<file path="src/hw/irq_bank_pkg.sv">
// constants, field layout and carrier types for the peripheral flag/enable bank
package irq_bank_pkg;
    // ==========================================================
    // register map (byte addresses, one aligned word each)
    localparam logic [7:0] OFF_FLAGS_TWO = 8'h00;
    localparam logic [7:0] OFF_FLAGS_THREE = 8'h04;
    localparam logic [7:0] OFF_ENABLES_ONE = 8'h08;
    localparam logic [7:0] OFF_ENABLES_TWO = 8'h0c;
    localparam logic [7:0] OFF_ENABLES_THREE = 8'h10;
    localparam logic [7:0] OFF_CONTROL = 8'h14;
    // ==========================================================
    // field positions, second flag / enable register
    localparam int BIT_OSC_FAIL = 7;
    localparam int BIT_COMPARATOR_CHANGE = 6;
    localparam int BIT_BUS_COLLISION = 3;
    localparam int BIT_LOW_VOLTAGE = 2;
    localparam int BIT_TIMER_THREE_OVERFLOW = 1;
    // field positions, third flag / enable register
    localparam int BIT_DISPLAY_FRAME = 6;
    localparam int BIT_SERIAL_B_RX = 5;
    localparam int BIT_SERIAL_B_TX = 4;
    localparam int BIT_CHARGE_TIME = 3;
    localparam int BIT_CAPCOMP_B = 2;
    localparam int BIT_CAPCOMP_A = 1;
    localparam int BIT_RTC_EVENT = 0;
    // field positions, control register
    localparam int BIT_PERIPHERAL_GLOBAL_ENABLE = 0;
    localparam int BIT_PRIORITY_LEVELS_ENABLE = 1;
    // ==========================================================
    // implemented / writable bit masks and reset values
    localparam logic [7:0] MASK_ONE = 8'h7b;
    localparam logic [7:0] MASK_TWO = 8'hce;
    localparam logic [7:0] MASK_THREE = 8'h7f;
    localparam logic [7:0] SW_MASK_THREE = 8'h4f;
    localparam logic [7:0] MASK_CONTROL = 8'h03;
    localparam logic [7:0] RESET_VALUE = 8'h00;
    // ==========================================================
    // bus answers
    localparam logic [1:0] RESP_OKAY = 2'h0;
    localparam logic [1:0] RESP_SLVERR = 2'h2;
    // ==========================================================
    // carrier types
    typedef enum logic [1:0] {
        CC_OFF = 2'h0,
        CC_CAPTURE = 2'h1,
        CC_COMPARE = 2'h3,
        CC_PWM = 2'h2
    } capcomp_mode_t;

    typedef struct packed {
        logic osc_fail;
        logic comparator_change;
        logic bus_collision;
        logic low_voltage;
        logic timer_three_overflow;
        logic display_frame;
        logic display_type_b_nonstatic;
        logic serial_b_rx_full;
        logic serial_b_tx_empty;
        logic charge_time;
        logic capcomp_a_capture;
        logic capcomp_a_match;
        capcomp_mode_t capcomp_a_mode;
        logic capcomp_b_capture;
        logic capcomp_b_match;
        capcomp_mode_t capcomp_b_mode;
        logic rtc_event;
    } events_t;

    typedef struct packed {
        logic [7:0] one;
        logic [7:0] two;
        logic [7:0] three;
    } byte_trio_t;
endpackage : irq_bank_pkg

</file>
<file path="src/hw/periph_irq_flag_enable_bank.sv">
// peripheral interrupt flag and enable bank with AXI4-Lite register access
//
// How it works
// - oscillator failure sets sticky flag bit 7
// - comparator change sets sticky flag bit 6
// - bus collision sets sticky flag bit 3
// - low voltage sets flag, never self-clears
// - third timer overflow sets flag bit 1
// - unimplemented bits read zero, ignore writes
// - display flag set only in type-B non-static
// - serial B rx flag: read-only buffer-full level
// - serial B tx flag: read-only buffer-empty level
// - charge-time event sets flag bit 3
// - capture event sets capcomp flag in capture
// - compare match sets flag; pwm never sets
// - real-time clock event sets flag bit 0
// - without priorities, global enable gates all
// - three enable registers, reset to zero
// - enable bit gates the same-position flag
// - priority bits act only with priorities on
// - flags set regardless of any enable
// - with priorities, global enable gates low only
//
// Added by the designer: the register offsets and register access over AXI4-Lite.
`timescale 1ns/1ps
module periph_irq_flag_enable_bank #(
    parameter int ADDR_W = 8
) (
    input wire logic I_REF_CLK, // 200 MHz system clock
    input wire logic I_RESET_N, // synchronous reset, active low
    input wire logic [ADDR_W-1:0] I_AWADDR, // write address
    input wire logic I_AWVALID, // write address valid
    output logic O_AWREADY, // write address ready
    input wire logic [31:0] I_WDATA, // write data
    input wire logic [3:0] I_WSTRB, // write byte strobes
    input wire logic I_WVALID, // write data valid
    output logic O_WREADY, // write data ready
    output logic [1:0] O_BRESP, // write response
    output logic O_BVALID, // write response valid
    input wire logic I_BREADY, // write response ready
    input wire logic [ADDR_W-1:0] I_ARADDR, // read address
    input wire logic I_ARVALID, // read address valid
    output logic O_ARREADY, // read address ready
    output logic [31:0] O_RDATA, // read data
    output logic [1:0] O_RRESP, // read response
    output logic O_RVALID, // read data valid
    input wire logic I_RREADY, // read data ready
    input wire irq_bank_pkg::events_t I_EVENTS, // peripheral event pulses and levels
    input wire logic [7:0] I_FLAGS_ONE, // first flag register, held next door
    input wire irq_bank_pkg::byte_trio_t I_PRIORITY, // per-source priority bits
    output logic O_IRQ_LOW, // peripheral request, low or single level
    output logic O_IRQ_HIGH // peripheral request, high priority
);
    // ==========================================================
    // helpers
    function automatic logic any_hit(input logic [7:0] f, input logic [7:0] e,
                                     input logic [7:0] sel);
        any_hit = |(f & e & sel);
    endfunction : any_hit

    function automatic logic is_mapped(input logic [ADDR_W-1:0] a);
        is_mapped = (a[1:0] == 2'h0) && (a <= ADDR_W'(irq_bank_pkg::OFF_CONTROL));
    endfunction : is_mapped

    // ==========================================================
    // state
    logic [7:0] flags_two_q, flags_two_d;
    logic [7:0] flags_three_q, flags_three_d;
    logic [7:0] enables_one_q, enables_one_d;
    logic [7:0] enables_two_q, enables_two_d;
    logic [7:0] enables_three_q, enables_three_d;
    logic [7:0] control_q, control_d;
    logic aw_have_q, w_have_q;
    logic [ADDR_W-1:0] aw_addr_q;
    logic [7:0] w_byte_q;
    logic w_lane_q;
    logic awready_q, wready_q, bvalid_q, arready_q, rvalid_q;
    logic [1:0] bresp_q, rresp_q;
    logic [31:0] rdata_q;
    logic irq_low_q, irq_high_q;

    // ==========================================================
    // write channel decode
    wire aw_take = I_AWVALID && awready_q;
    wire w_take = I_WVALID && wready_q;
    wire do_write = aw_have_q && w_have_q && !bvalid_q;
    wire wr_ok = do_write && w_lane_q && is_mapped(aw_addr_q);
    wire wr_two = wr_ok && (aw_addr_q == ADDR_W'(irq_bank_pkg::OFF_FLAGS_TWO));
    wire wr_three = wr_ok && (aw_addr_q == ADDR_W'(irq_bank_pkg::OFF_FLAGS_THREE));
    wire wr_en_one = wr_ok && (aw_addr_q == ADDR_W'(irq_bank_pkg::OFF_ENABLES_ONE));
    wire wr_en_two = wr_ok && (aw_addr_q == ADDR_W'(irq_bank_pkg::OFF_ENABLES_TWO));
    wire wr_en_three = wr_ok && (aw_addr_q == ADDR_W'(irq_bank_pkg::OFF_ENABLES_THREE));
    wire wr_control = wr_ok && (aw_addr_q == ADDR_W'(irq_bank_pkg::OFF_CONTROL));

    // ==========================================================
    // hardware set terms; flags latch whatever the enables hold
    logic [7:0] set_two, set_three;
    wire cc_a_set = (I_EVENTS.capcomp_a_mode == irq_bank_pkg::CC_CAPTURE
                     && I_EVENTS.capcomp_a_capture)
                    || (I_EVENTS.capcomp_a_mode == irq_bank_pkg::CC_COMPARE
                     && I_EVENTS.capcomp_a_match);
    wire cc_b_set = (I_EVENTS.capcomp_b_mode == irq_bank_pkg::CC_CAPTURE
                     && I_EVENTS.capcomp_b_capture)
                    || (I_EVENTS.capcomp_b_mode == irq_bank_pkg::CC_COMPARE
                     && I_EVENTS.capcomp_b_match);
    wire disp_set = I_EVENTS.display_frame && I_EVENTS.display_type_b_nonstatic;

    always_comb begin
        set_two = 8'h00;
        set_two[irq_bank_pkg::BIT_OSC_FAIL] = I_EVENTS.osc_fail;
        set_two[irq_bank_pkg::BIT_COMPARATOR_CHANGE] = I_EVENTS.comparator_change;
        set_two[irq_bank_pkg::BIT_BUS_COLLISION] = I_EVENTS.bus_collision;
        set_two[irq_bank_pkg::BIT_LOW_VOLTAGE] = I_EVENTS.low_voltage;
        set_two[irq_bank_pkg::BIT_TIMER_THREE_OVERFLOW] = I_EVENTS.timer_three_overflow;
        set_three = 8'h00;
        set_three[irq_bank_pkg::BIT_DISPLAY_FRAME] = disp_set;
        set_three[irq_bank_pkg::BIT_CHARGE_TIME] = I_EVENTS.charge_time;
        set_three[irq_bank_pkg::BIT_CAPCOMP_B] = cc_b_set;
        set_three[irq_bank_pkg::BIT_CAPCOMP_A] = cc_a_set;
        set_three[irq_bank_pkg::BIT_RTC_EVENT] = I_EVENTS.rtc_event;
    end

    // ==========================================================
    // next values; set is or-ed after the write so an event is never lost
    wire [7:0] wbyte = w_byte_q;
    wire [7:0] rx_tx_lvl = (8'(I_EVENTS.serial_b_rx_full) << irq_bank_pkg::BIT_SERIAL_B_RX)
                         | (8'(I_EVENTS.serial_b_tx_empty) << irq_bank_pkg::BIT_SERIAL_B_TX);
    assign flags_two_d = ((wr_two ? wbyte : flags_two_q) | set_two)
                         & irq_bank_pkg::MASK_TWO;
    assign flags_three_d = (((wr_three ? wbyte : flags_three_q) | set_three)
                            & irq_bank_pkg::SW_MASK_THREE)
                           | rx_tx_lvl;
    assign enables_one_d = wr_en_one ? (wbyte & irq_bank_pkg::MASK_ONE)
                                     : enables_one_q;
    assign enables_two_d = wr_en_two ? (wbyte & irq_bank_pkg::MASK_TWO)
                                     : enables_two_q;
    assign enables_three_d = wr_en_three ? (wbyte & irq_bank_pkg::MASK_THREE)
                                         : enables_three_q;
    assign control_d = wr_control ? (wbyte & irq_bank_pkg::MASK_CONTROL) : control_q;

    // ==========================================================
    // request routing; enables mask per position, global enable gates the low request only
    wire peripheral_global_enable = control_q[irq_bank_pkg::BIT_PERIPHERAL_GLOBAL_ENABLE];
    wire priority_levels_enable = control_q[irq_bank_pkg::BIT_PRIORITY_LEVELS_ENABLE];
    wire [7:0] prio_one = priority_levels_enable ? I_PRIORITY.one : 8'h00;
    wire [7:0] prio_two = priority_levels_enable ? I_PRIORITY.two : 8'h00;
    wire [7:0] prio_three = priority_levels_enable ? I_PRIORITY.three : 8'h00;
    wire low_hit = any_hit(I_FLAGS_ONE & irq_bank_pkg::MASK_ONE, enables_one_q, ~prio_one)
                 || any_hit(flags_two_q, enables_two_q, ~prio_two)
                 || any_hit(flags_three_q, enables_three_q, ~prio_three);
    wire high_hit = any_hit(I_FLAGS_ONE & irq_bank_pkg::MASK_ONE, enables_one_q, prio_one)
                  || any_hit(flags_two_q, enables_two_q, prio_two)
                  || any_hit(flags_three_q, enables_three_q, prio_three);
    // the global enable gates everything in single-level mode, low priority otherwise
    wire irq_low_d = peripheral_global_enable && low_hit;
    // high-priority requests bypass the peripheral enable; the core applies its own gate
    wire irq_high_d = priority_levels_enable && high_hit;

    // ==========================================================
    // read mux
    logic [7:0] rd_byte;
    always_comb begin
        case (I_ARADDR[ADDR_W-1:0])
            ADDR_W'(irq_bank_pkg::OFF_FLAGS_TWO): rd_byte = flags_two_q;
            ADDR_W'(irq_bank_pkg::OFF_FLAGS_THREE): rd_byte = flags_three_q;
            ADDR_W'(irq_bank_pkg::OFF_ENABLES_ONE): rd_byte = enables_one_q;
            ADDR_W'(irq_bank_pkg::OFF_ENABLES_TWO): rd_byte = enables_two_q;
            ADDR_W'(irq_bank_pkg::OFF_ENABLES_THREE): rd_byte = enables_three_q;
            ADDR_W'(irq_bank_pkg::OFF_CONTROL): rd_byte = control_q;
            default: rd_byte = 8'h00;
        endcase
    end
    wire ar_take = I_ARVALID && arready_q;

    // ==========================================================
    // register file
    always_ff @(posedge I_REF_CLK) begin
        if (!I_RESET_N) begin
            flags_two_q <= irq_bank_pkg::RESET_VALUE;
            flags_three_q <= irq_bank_pkg::RESET_VALUE;
            enables_one_q <= irq_bank_pkg::RESET_VALUE;
            enables_two_q <= irq_bank_pkg::RESET_VALUE;
            enables_three_q <= irq_bank_pkg::RESET_VALUE;
            control_q <= irq_bank_pkg::RESET_VALUE;
            irq_low_q <= 1'b0;
            irq_high_q <= 1'b0;
        end else begin
            flags_two_q <= flags_two_d;
            flags_three_q <= flags_three_d;
            enables_one_q <= enables_one_d;
            enables_two_q <= enables_two_d;
            enables_three_q <= enables_three_d;
            control_q <= control_d;
            irq_low_q <= irq_low_d;
            irq_high_q <= irq_high_d;
        end
    end

    // ==========================================================
    // AXI4-Lite write side: address and data may arrive in either order
    always_ff @(posedge I_REF_CLK) begin
        if (!I_RESET_N) begin
            aw_have_q <= 1'b0;
            w_have_q <= 1'b0;
            aw_addr_q <= '0;
            w_byte_q <= 8'h00;
            w_lane_q <= 1'b0;
            awready_q <= 1'b1;
            wready_q <= 1'b1;
            bvalid_q <= 1'b0;
            bresp_q <= irq_bank_pkg::RESP_OKAY;
        end else begin
            if (aw_take) begin
                aw_have_q <= 1'b1;
                aw_addr_q <= I_AWADDR;
                awready_q <= 1'b0;
            end
            if (w_take) begin
                w_have_q <= 1'b1;
                w_byte_q <= I_WDATA[7:0];
                w_lane_q <= I_WSTRB[0];
                wready_q <= 1'b0;
            end
            if (do_write) begin
                aw_have_q <= 1'b0;
                w_have_q <= 1'b0;
                bvalid_q <= 1'b1;
                bresp_q <= is_mapped(aw_addr_q) ? irq_bank_pkg::RESP_OKAY
                                                : irq_bank_pkg::RESP_SLVERR;
            end
            if (bvalid_q && I_BREADY) begin
                bvalid_q <= 1'b0;
                awready_q <= 1'b1;
                wready_q <= 1'b1;
            end
        end
    end

    // ==========================================================
    // AXI4-Lite read side: one read in flight
    always_ff @(posedge I_REF_CLK) begin
        if (!I_RESET_N) begin
            arready_q <= 1'b1;
            rvalid_q <= 1'b0;
            rdata_q <= 32'h0000_0000;
            rresp_q <= irq_bank_pkg::RESP_OKAY;
        end else if (ar_take) begin
            arready_q <= 1'b0;
            rvalid_q <= 1'b1;
            rdata_q <= {24'h00_0000, rd_byte};
            rresp_q <= is_mapped(I_ARADDR) ? irq_bank_pkg::RESP_OKAY
                                           : irq_bank_pkg::RESP_SLVERR;
        end else if (rvalid_q && I_RREADY) begin
            rvalid_q <= 1'b0;
            arready_q <= 1'b1;
        end
    end

    assign O_AWREADY = awready_q;
    assign O_WREADY = wready_q;
    assign O_BVALID = bvalid_q;
    assign O_BRESP = bresp_q;
    assign O_ARREADY = arready_q;
    assign O_RVALID = rvalid_q;
    assign O_RDATA = rdata_q;
    assign O_RRESP = rresp_q;
    assign O_IRQ_LOW = irq_low_q;
    assign O_IRQ_HIGH = irq_high_q;
endmodule : periph_irq_flag_enable_bank

</file>
<file path="config.mk">
export PLATFORM = sky130hd
export DESIGN_NAME = periph_irq_flag_enable_bank
export DESIGN_NICKNAME = d
export VERILOG_FILES = /design/src/hw/irq_bank_pkg.sv /design/src/hw/periph_irq_flag_enable_bank.sv
export SDC_FILE = /design/constraint.sdc
export NUM_CORES = 1
export LEC_CHECK = 0
export BUFFER_PORTS_ARGS = -buffer_cell sky130_fd_sc_hd__buf_2
export CAP_MARGIN = 10
export CORE_MARGIN = 3
export CORE_UTILIZATION = 36
export CTS_CLUSTER_DIAMETER = 100
export DETAILED_ROUTE_END_ITERATION = 6
export PLACE_DENSITY = 0.6
export SLEW_MARGIN = 40
export SYNTH_ARGS = -nofsm -noshare
export SYNTH_HDL_FRONTEND = slang
export SYNTH_SLANG_ARGS = --single-unit
</file>
<file path="constraint.sdc">
create_clock -name I_REF_CLK -period 2.1 [get_ports I_REF_CLK]
set_input_delay 0.63 -clock I_REF_CLK [delete_from_list [all_inputs] [get_ports I_REF_CLK]]
set_output_delay 0.63 -clock I_REF_CLK [all_outputs]
set_load 0.01 [all_outputs]
</file>
; After elaboration in Yosys (flattened, before gate mapping)
; Cells that the tools add are included.
[classes]
add_sub_neg = 0
n_mul = 0
div = 0
order_cmp = 2
n_eq_ne = 14
shift = 0
muxes = 12
bitwise = 17
reduce_logical = 44
[ops]
columns = cell, count
row1 = 8-bit AND, 6
row2 = 8-bit one-hot mux with 6 select lines, 1
row3 = 8-bit OR reduction, 6
row4 = "8-bit by 4-bit equality test with 1-bit output, second input constant", 4
row5 = "8-bit by 5-bit equality test with 1-bit output, second input constant", 4
row6 = 8-bit 2-to-1 mux, 4
row7 = 1-bit logical AND, 24
row8 = 8-bit inverter, 3
row9 = "8-bit by 3-bit equality test with 1-bit output, second input constant", 2
row10 = "8-bit by 5-bit less-or-equal comparator with 1-bit output, second input constant", 2
row11 = 8-bit zero test, 2
row12 = 7-bit AND, 2
row13 = 7-bit by 8-bit AND with 8-bit output, 1
row14 = 8-bit OR, 1
row15 = 7-bit 2-to-1 mux, 1
row16 = 7-bit by 6-bit OR with 7-bit output, 1
row17 = 7-bit OR, 1
row18 = 1-bit logical OR, 6
row19 = 6-bit by 5-bit OR with 6-bit output, 1
row20 = "2-bit by 1-bit equality test with 1-bit output, second input constant", 2
row21 = "2-bit equality test, second input constant", 2
row22 = 2-bit zero test, 2
row23 = 1-bit 2-to-1 mux, 4
row24 = 2-bit 2-to-1 mux, 2
row25 = other kinds (4), 5
[word_totals]
regBits = 73
latch_bits = 0
ramBits = 0
rom_bits = 0
inputBits = 110
out_inout_bits = 43
word_cells = 111
mem_count = 0

; Depth between registers and ports, before layout
[logic_depth]
ltp_word = 8
mapped_depth = 6
ltp_nobuf = 4

; Worst setup path after synthesis
; Ideal clock, no wire load.
[synth_path]
kind = in2reg
from = input I_ARADDR[4]
to = register rdata_q[0] (netlist: O_RDATA[0])
setup_ns = 0.121
t_arrival_ns = 1.661
t_required_ns = 1.979
setup_slack_ns = 0.318
stages = 5
path_buffers = 1
cell_sequence = clkbuf_1 mux2_2 a22o_1 a22oi_1 o21ai_0
[synth_between]
elab_chain_cells = 2
elab_cells_between_ends = 7
cone_classes = eq/ne: 5 / mux: 1 / reduce/logical: 1
[synth_rtl]
columns = element, line_no
row1 = "start, declared", periph_irq_flag_enable_bank.sv:41  ; input wire logic [ADDR_W-1:0] I_ARADDR,
row2 = 8-bit by 5-bit equality test with 1-bit output (tied with other cells), periph_irq_flag_enable_bank.sv:163  ; case (I_ARADDR[ADDR_W-1:0])
row3 = 8-bit one-hot mux with 6 select lines (*), periph_irq_flag_enable_bank.sv:163
row4 = "end signal, assigned", periph_irq_flag_enable_bank.sv:250  ; rdata_q <= {24'h00_0000, rd_byte};
row5 = "end, declared", periph_irq_flag_enable_bank.sv:79  ; logic [31:0] rdata_q;
; Every way passes the cells marked *; elsewhere a longest branch is shown, timed or not.
; A chain may end at the register's enable or synchronous reset.

; Worst setup path in the final report
[layout_path]
from = register aw_addr_q[0]
to = register flags_two_q[2]
[layout_between]
elab_chain_cells = 6
elab_cells_between_ends = 8
cone_classes = order compare: 1 / mux: 1 / bitwise: 1 / reduce/logical: 5
[layout_rtl]
columns = element, line_no
row1 = "start, declared", periph_irq_flag_enable_bank.sv:74  ; logic [ADDR_W-1:0] aw_addr_q;
row2 = "start signal, assigned", periph_irq_flag_enable_bank.sv:205  ; aw_addr_q <= '0;
row3 = "start signal, assigned", periph_irq_flag_enable_bank.sv:215  ; aw_addr_q <= I_AWADDR;
row4 = 8-bit by 5-bit less-or-equal comparator with 1-bit output or 2-bit zero test (tied branches), periph_irq_flag_enable_bank.sv:62  ; is_mapped = (a[1:0] == 2'h0) && (a <= ADDR_W'(irq_bank_pkg::OFF_CONTROL));
row5 = 1-bit logical AND, periph_irq_flag_enable_bank.sv:62
row6 = 1-bit logical AND, periph_irq_flag_enable_bank.sv:87  ; wire wr_ok = do_write && w_lane_q && is_mapped(aw_addr_q);
row7 = 1-bit logical AND (*), periph_irq_flag_enable_bank.sv:88  ; wire wr_two = wr_ok && (aw_addr_q == ADDR_W'(irq_bank_pkg::OFF_FLAGS_TWO));
row8 = 8-bit 2-to-1 mux (*), periph_irq_flag_enable_bank.sv:128  ; assign flags_two_d = ((wr_two ? wbyte : flags_two_q) | set_two)
row9 = 8-bit OR (*), periph_irq_flag_enable_bank.sv:128
row10 = "end signal, assigned", periph_irq_flag_enable_bank.sv:179  ; flags_two_q <= irq_bank_pkg::RESET_VALUE;
row11 = "end signal, assigned", periph_irq_flag_enable_bank.sv:188  ; flags_two_q <= flags_two_d;
row12 = "end, declared", periph_irq_flag_enable_bank.sv:67  ; logic [7:0] flags_two_q, flags_two_d;
; Marks and branches as above.

==> results_dict.tcl <==
set metrics [dict create \
    ctsHoldBuffers 0 \
    yosys-top-cells-area "dfxtp_1, nand2_1, buf_4" \
    synthAdderAreaFrac_pct 0 \
    drt_iter0_drc 195 \
    synthMuxAreaShare_pct 7.569 \
    yosys_warnings 0 \
    syn_area_um2 3422 \
    synth_top_family_by_area "simple AND/OR/NAND/NOR gates" \
    leakage_uw 0.001793 \
    fmax_ghz 0.5389 \
    ys_ff_latch 68 \
    synth_top_area_share_pct 39.78 \
    synthFlopType "dfxtp_1" \
    place.port_buffers 91 \
    dr_total_vias 3275 \
    drv_cap 0 \
    post_route_cells_drive_above_1_share_pct 25.19 \
    drc_errors 0 \
    hold_end "O_RDATA[5]$_SDFFE_PN0P_" \
    synth_compound_area_share_pct 16.89 \
    synth_simple_gate_area_share_pct 27.02 \
    routed_wirelength_mm 9.548 \
    async_flop_share_pct 0 \
    crit_path_max_fanout 8 \
    r2r-start "aw_addr_q[0]$_SDFFE_PN0P_" \
    initial_utilization_pct 38.12 \
    core_area_um2 8976 \
    hold_viol 0 \
    wire_per_inst_um 14.87 \
    min_period_ns 1.856 \
    fin_tns_setup_ns 0 \
    die_w_um 103.5 \
    worstSetupPathType "flop to flop" \
    cts.sinks 68 \
    r2r.worst_path.cells 4 \
    final_cell_mix "buf_2, nand2_1, dfxtp_1, nand3_1, a21oi_1" \
    r2r_end "flags_two_q[2]$_SDFF_PN0_" \
    ir_drop_mv 0.4171 \
    grt_pass1_vias 3009 \
    setup_viol 0 \
    ant_nets 0 \
    hp-class "flop to flop" \
    antenna_found_initial 0 \
    n_fill_cell 910 \
    area_growth_pct 21.39 \
    layout_setup_ws_ns 0.2443 \
    cts.reportedPaths.clkPinSlew_ns 0.07 \
    layout_commonest_cell "buf_2" \
    diodes 0 \
    htree_levels 3 \
    grt_max_degree 45 \
    start_kind "flop" \
    clk_path_buf_depth 2 \
    synthCells 418 \
    overflow 0 \
    tightest_slew_ns 0.6307 \
    yosysSeqAreaShare_pct 39.78 \
    fin_skew_ns 0.008291 \
    post_cts_buffers 0 \
    dr.pass1.iters 5 \
    synth_top_cell_by_area "dfxtp_1" \
    synth_xor_area_share_pct 0 \
    hold_depth 2 \
    crit_required_ns 2.32 \
    endpoint_kind "flop" \
    whs_ns 0.4482 \
    r2r_setup_slack_ns 0.24 \
    place_area_um2 3944 \
    grt_pass1_wl_mm 15.00 \
    stdcell_area_um2 4154 \
    yosysUniqueCellTypes 47 \
    slew_violations 0 \
    gp_congestion 0.8927 \
    layout.nets 621 \
    die_area_um2 10710 \
    pre_cts_slack_ns 0.2178 \
    hpwlAfterDp_mm 7.566 \
    post-route-util_pct 46.28 \
    vias_per_cell 5.101 \
    clk_latency_ns 0.35 \
    cts_made_buffers 9 \
    cts-root-buf "clkbuf_8" \
    synth_edf_count 0 \
    period_share_pct 88.37 \
    cts_tree "yes" \
    die_y_um 103.5 \
    rows 34 \
    rsz0062_at_grt "no" \
    status "complete, no violations" \
    track_usage_pct 18.42 \
    relSlewSlack_pct 57.57 \
    power.density_nw_per_um2 679.5 \
    ios 153 \
    crit_arrival_ns 2.07 \
    min_from "O_RDATA[5]$_SDFFE_PN0P_" \
    avgSynthCellArea_um2 8.187 \
    cts_resized 0 \
]
==> metal layers <==
layer  vias to the layer above  part of all wire [%]  track usage, %
li1                       1648                     -               -
met1                      1494                    46           24.23
met2                       117                    46           29.56
met3                        16                   6.2           4.427
met4                         0                   1.7           6.375
met5                         -                     0               0
==> critical path, cell delays in order, from the launching register on <==
cell	delay [ns]
dfxtp_1	0.35
nor4_1	0.59
nand4_1	0.45
nor3_1	0.26
a211oi_1	0.08
==> power by group <==
part           internal [µW]  switching, µW
Combinational            130            173
Clock                    615            506
Sequential              1340           62.2
Total                   2080            740
==> layout make-up <==
type,count,area [µm²],share of cell area (%)
Clock inverter,5,58.81,1.416
Tap cell,126,157.7,3.795
Multi-Input combinational cell,325,1859,44.76
Sequential cell,68,1361,32.77
Clock buffer,11,151.4,3.645
Timing Repair Buffer,101,543.0,13.07
Inverter,6,22.52,0.5422
==> cell usage after synthesis, drive strengths merged (2+ instances only) <==
| master | instances |
|---|---|
| a31oi | 7 |
| a22oi | 3 |
| a211oi | 6 |
| a2bb2oi | 2 |
| mux2i | 18 |
| mux2 | 5 |
| and2 | 11 |
| nor2 | 21 |
| buf | 31 |
| nor4b | 2 |
| dfxtp | 68 |
| nand3 | 31 |
| nand2b | 3 |
| o21ai | 23 |
| o22ai | 5 |
| nand2 | 74 |
| nand3b | 2 |
| nor4 | 6 |
| nor2b | 3 |
| nor3 | 8 |
| a21oi | 29 |
| nand4 | 13 |
| inv | 6 |
| a22o | 7 |
| and4b | 2 |
| a32o | 5 |
| clkbuf | 13 |
| a41oi | 3 |
==> registers in the layout, summed over array words and instances, names as in the netlist <==
signal / count
O_RDATA: 8
aw_addr_q: 8
w_byte_q: 8
enables_three_q: 7
flags_three_q: 7
enables_one_q: 6
enables_two_q: 5
flags_two_q: 5
control_q: 2
O_ARREADY: 1
O_AWREADY: 1
O_BRESP: 1
O_BVALID: 1
O_IRQ_HIGH: 1
O_IRQ_LOW: 1
O_RRESP: 1
O_RVALID: 1
O_WREADY: 1
aw_have_q: 1
w_have_q: 1
w_lane_q: 1
==> worst max-delay path by stage <==
stage	startpoint	end	slack, ns
2_1_floorplan	I_ARADDR[4]	O_RDATA[0]$_SDFFE_PN0P_	0.32
5_1_grt	aw_addr_q[0]$_SDFFE_PN0P_	flags_two_q[1]$_SDFF_PN0_	0.06
3_3_place_gp	I_ARADDR[2]	O_RDATA[1]$_SDFFE_PN0P_	0.22
3_5_place_dp	I_ARADDR[2]	O_RDATA[1]$_SDFFE_PN0P_	0.22
6_report	aw_addr_q[0]$_SDFFE_PN0P_	flags_two_q[2]$_SDFF_PN0_	0.24
4_1_cts	aw_addr_q[0]$_SDFFE_PN0P_	flags_two_q[2]$_SDFF_PN0_	0.27
==> logic make-up after synthesis <==
kind of cell	count (synthesis)
AOI/OAI and AO/OA	92
buffers and inverters	50
DFF	68
muxes	24
other	1
and+or+nand+nor	183
==> per-stage QoR <==
step	power, µW	std cells
floorplan	1617	443
global placement	1724	626
detailed placement	1730	626
CTS	2853	642
global route	2956	642
finish	2823	642
No activity file was read; power rests on OpenSTA's default activity.
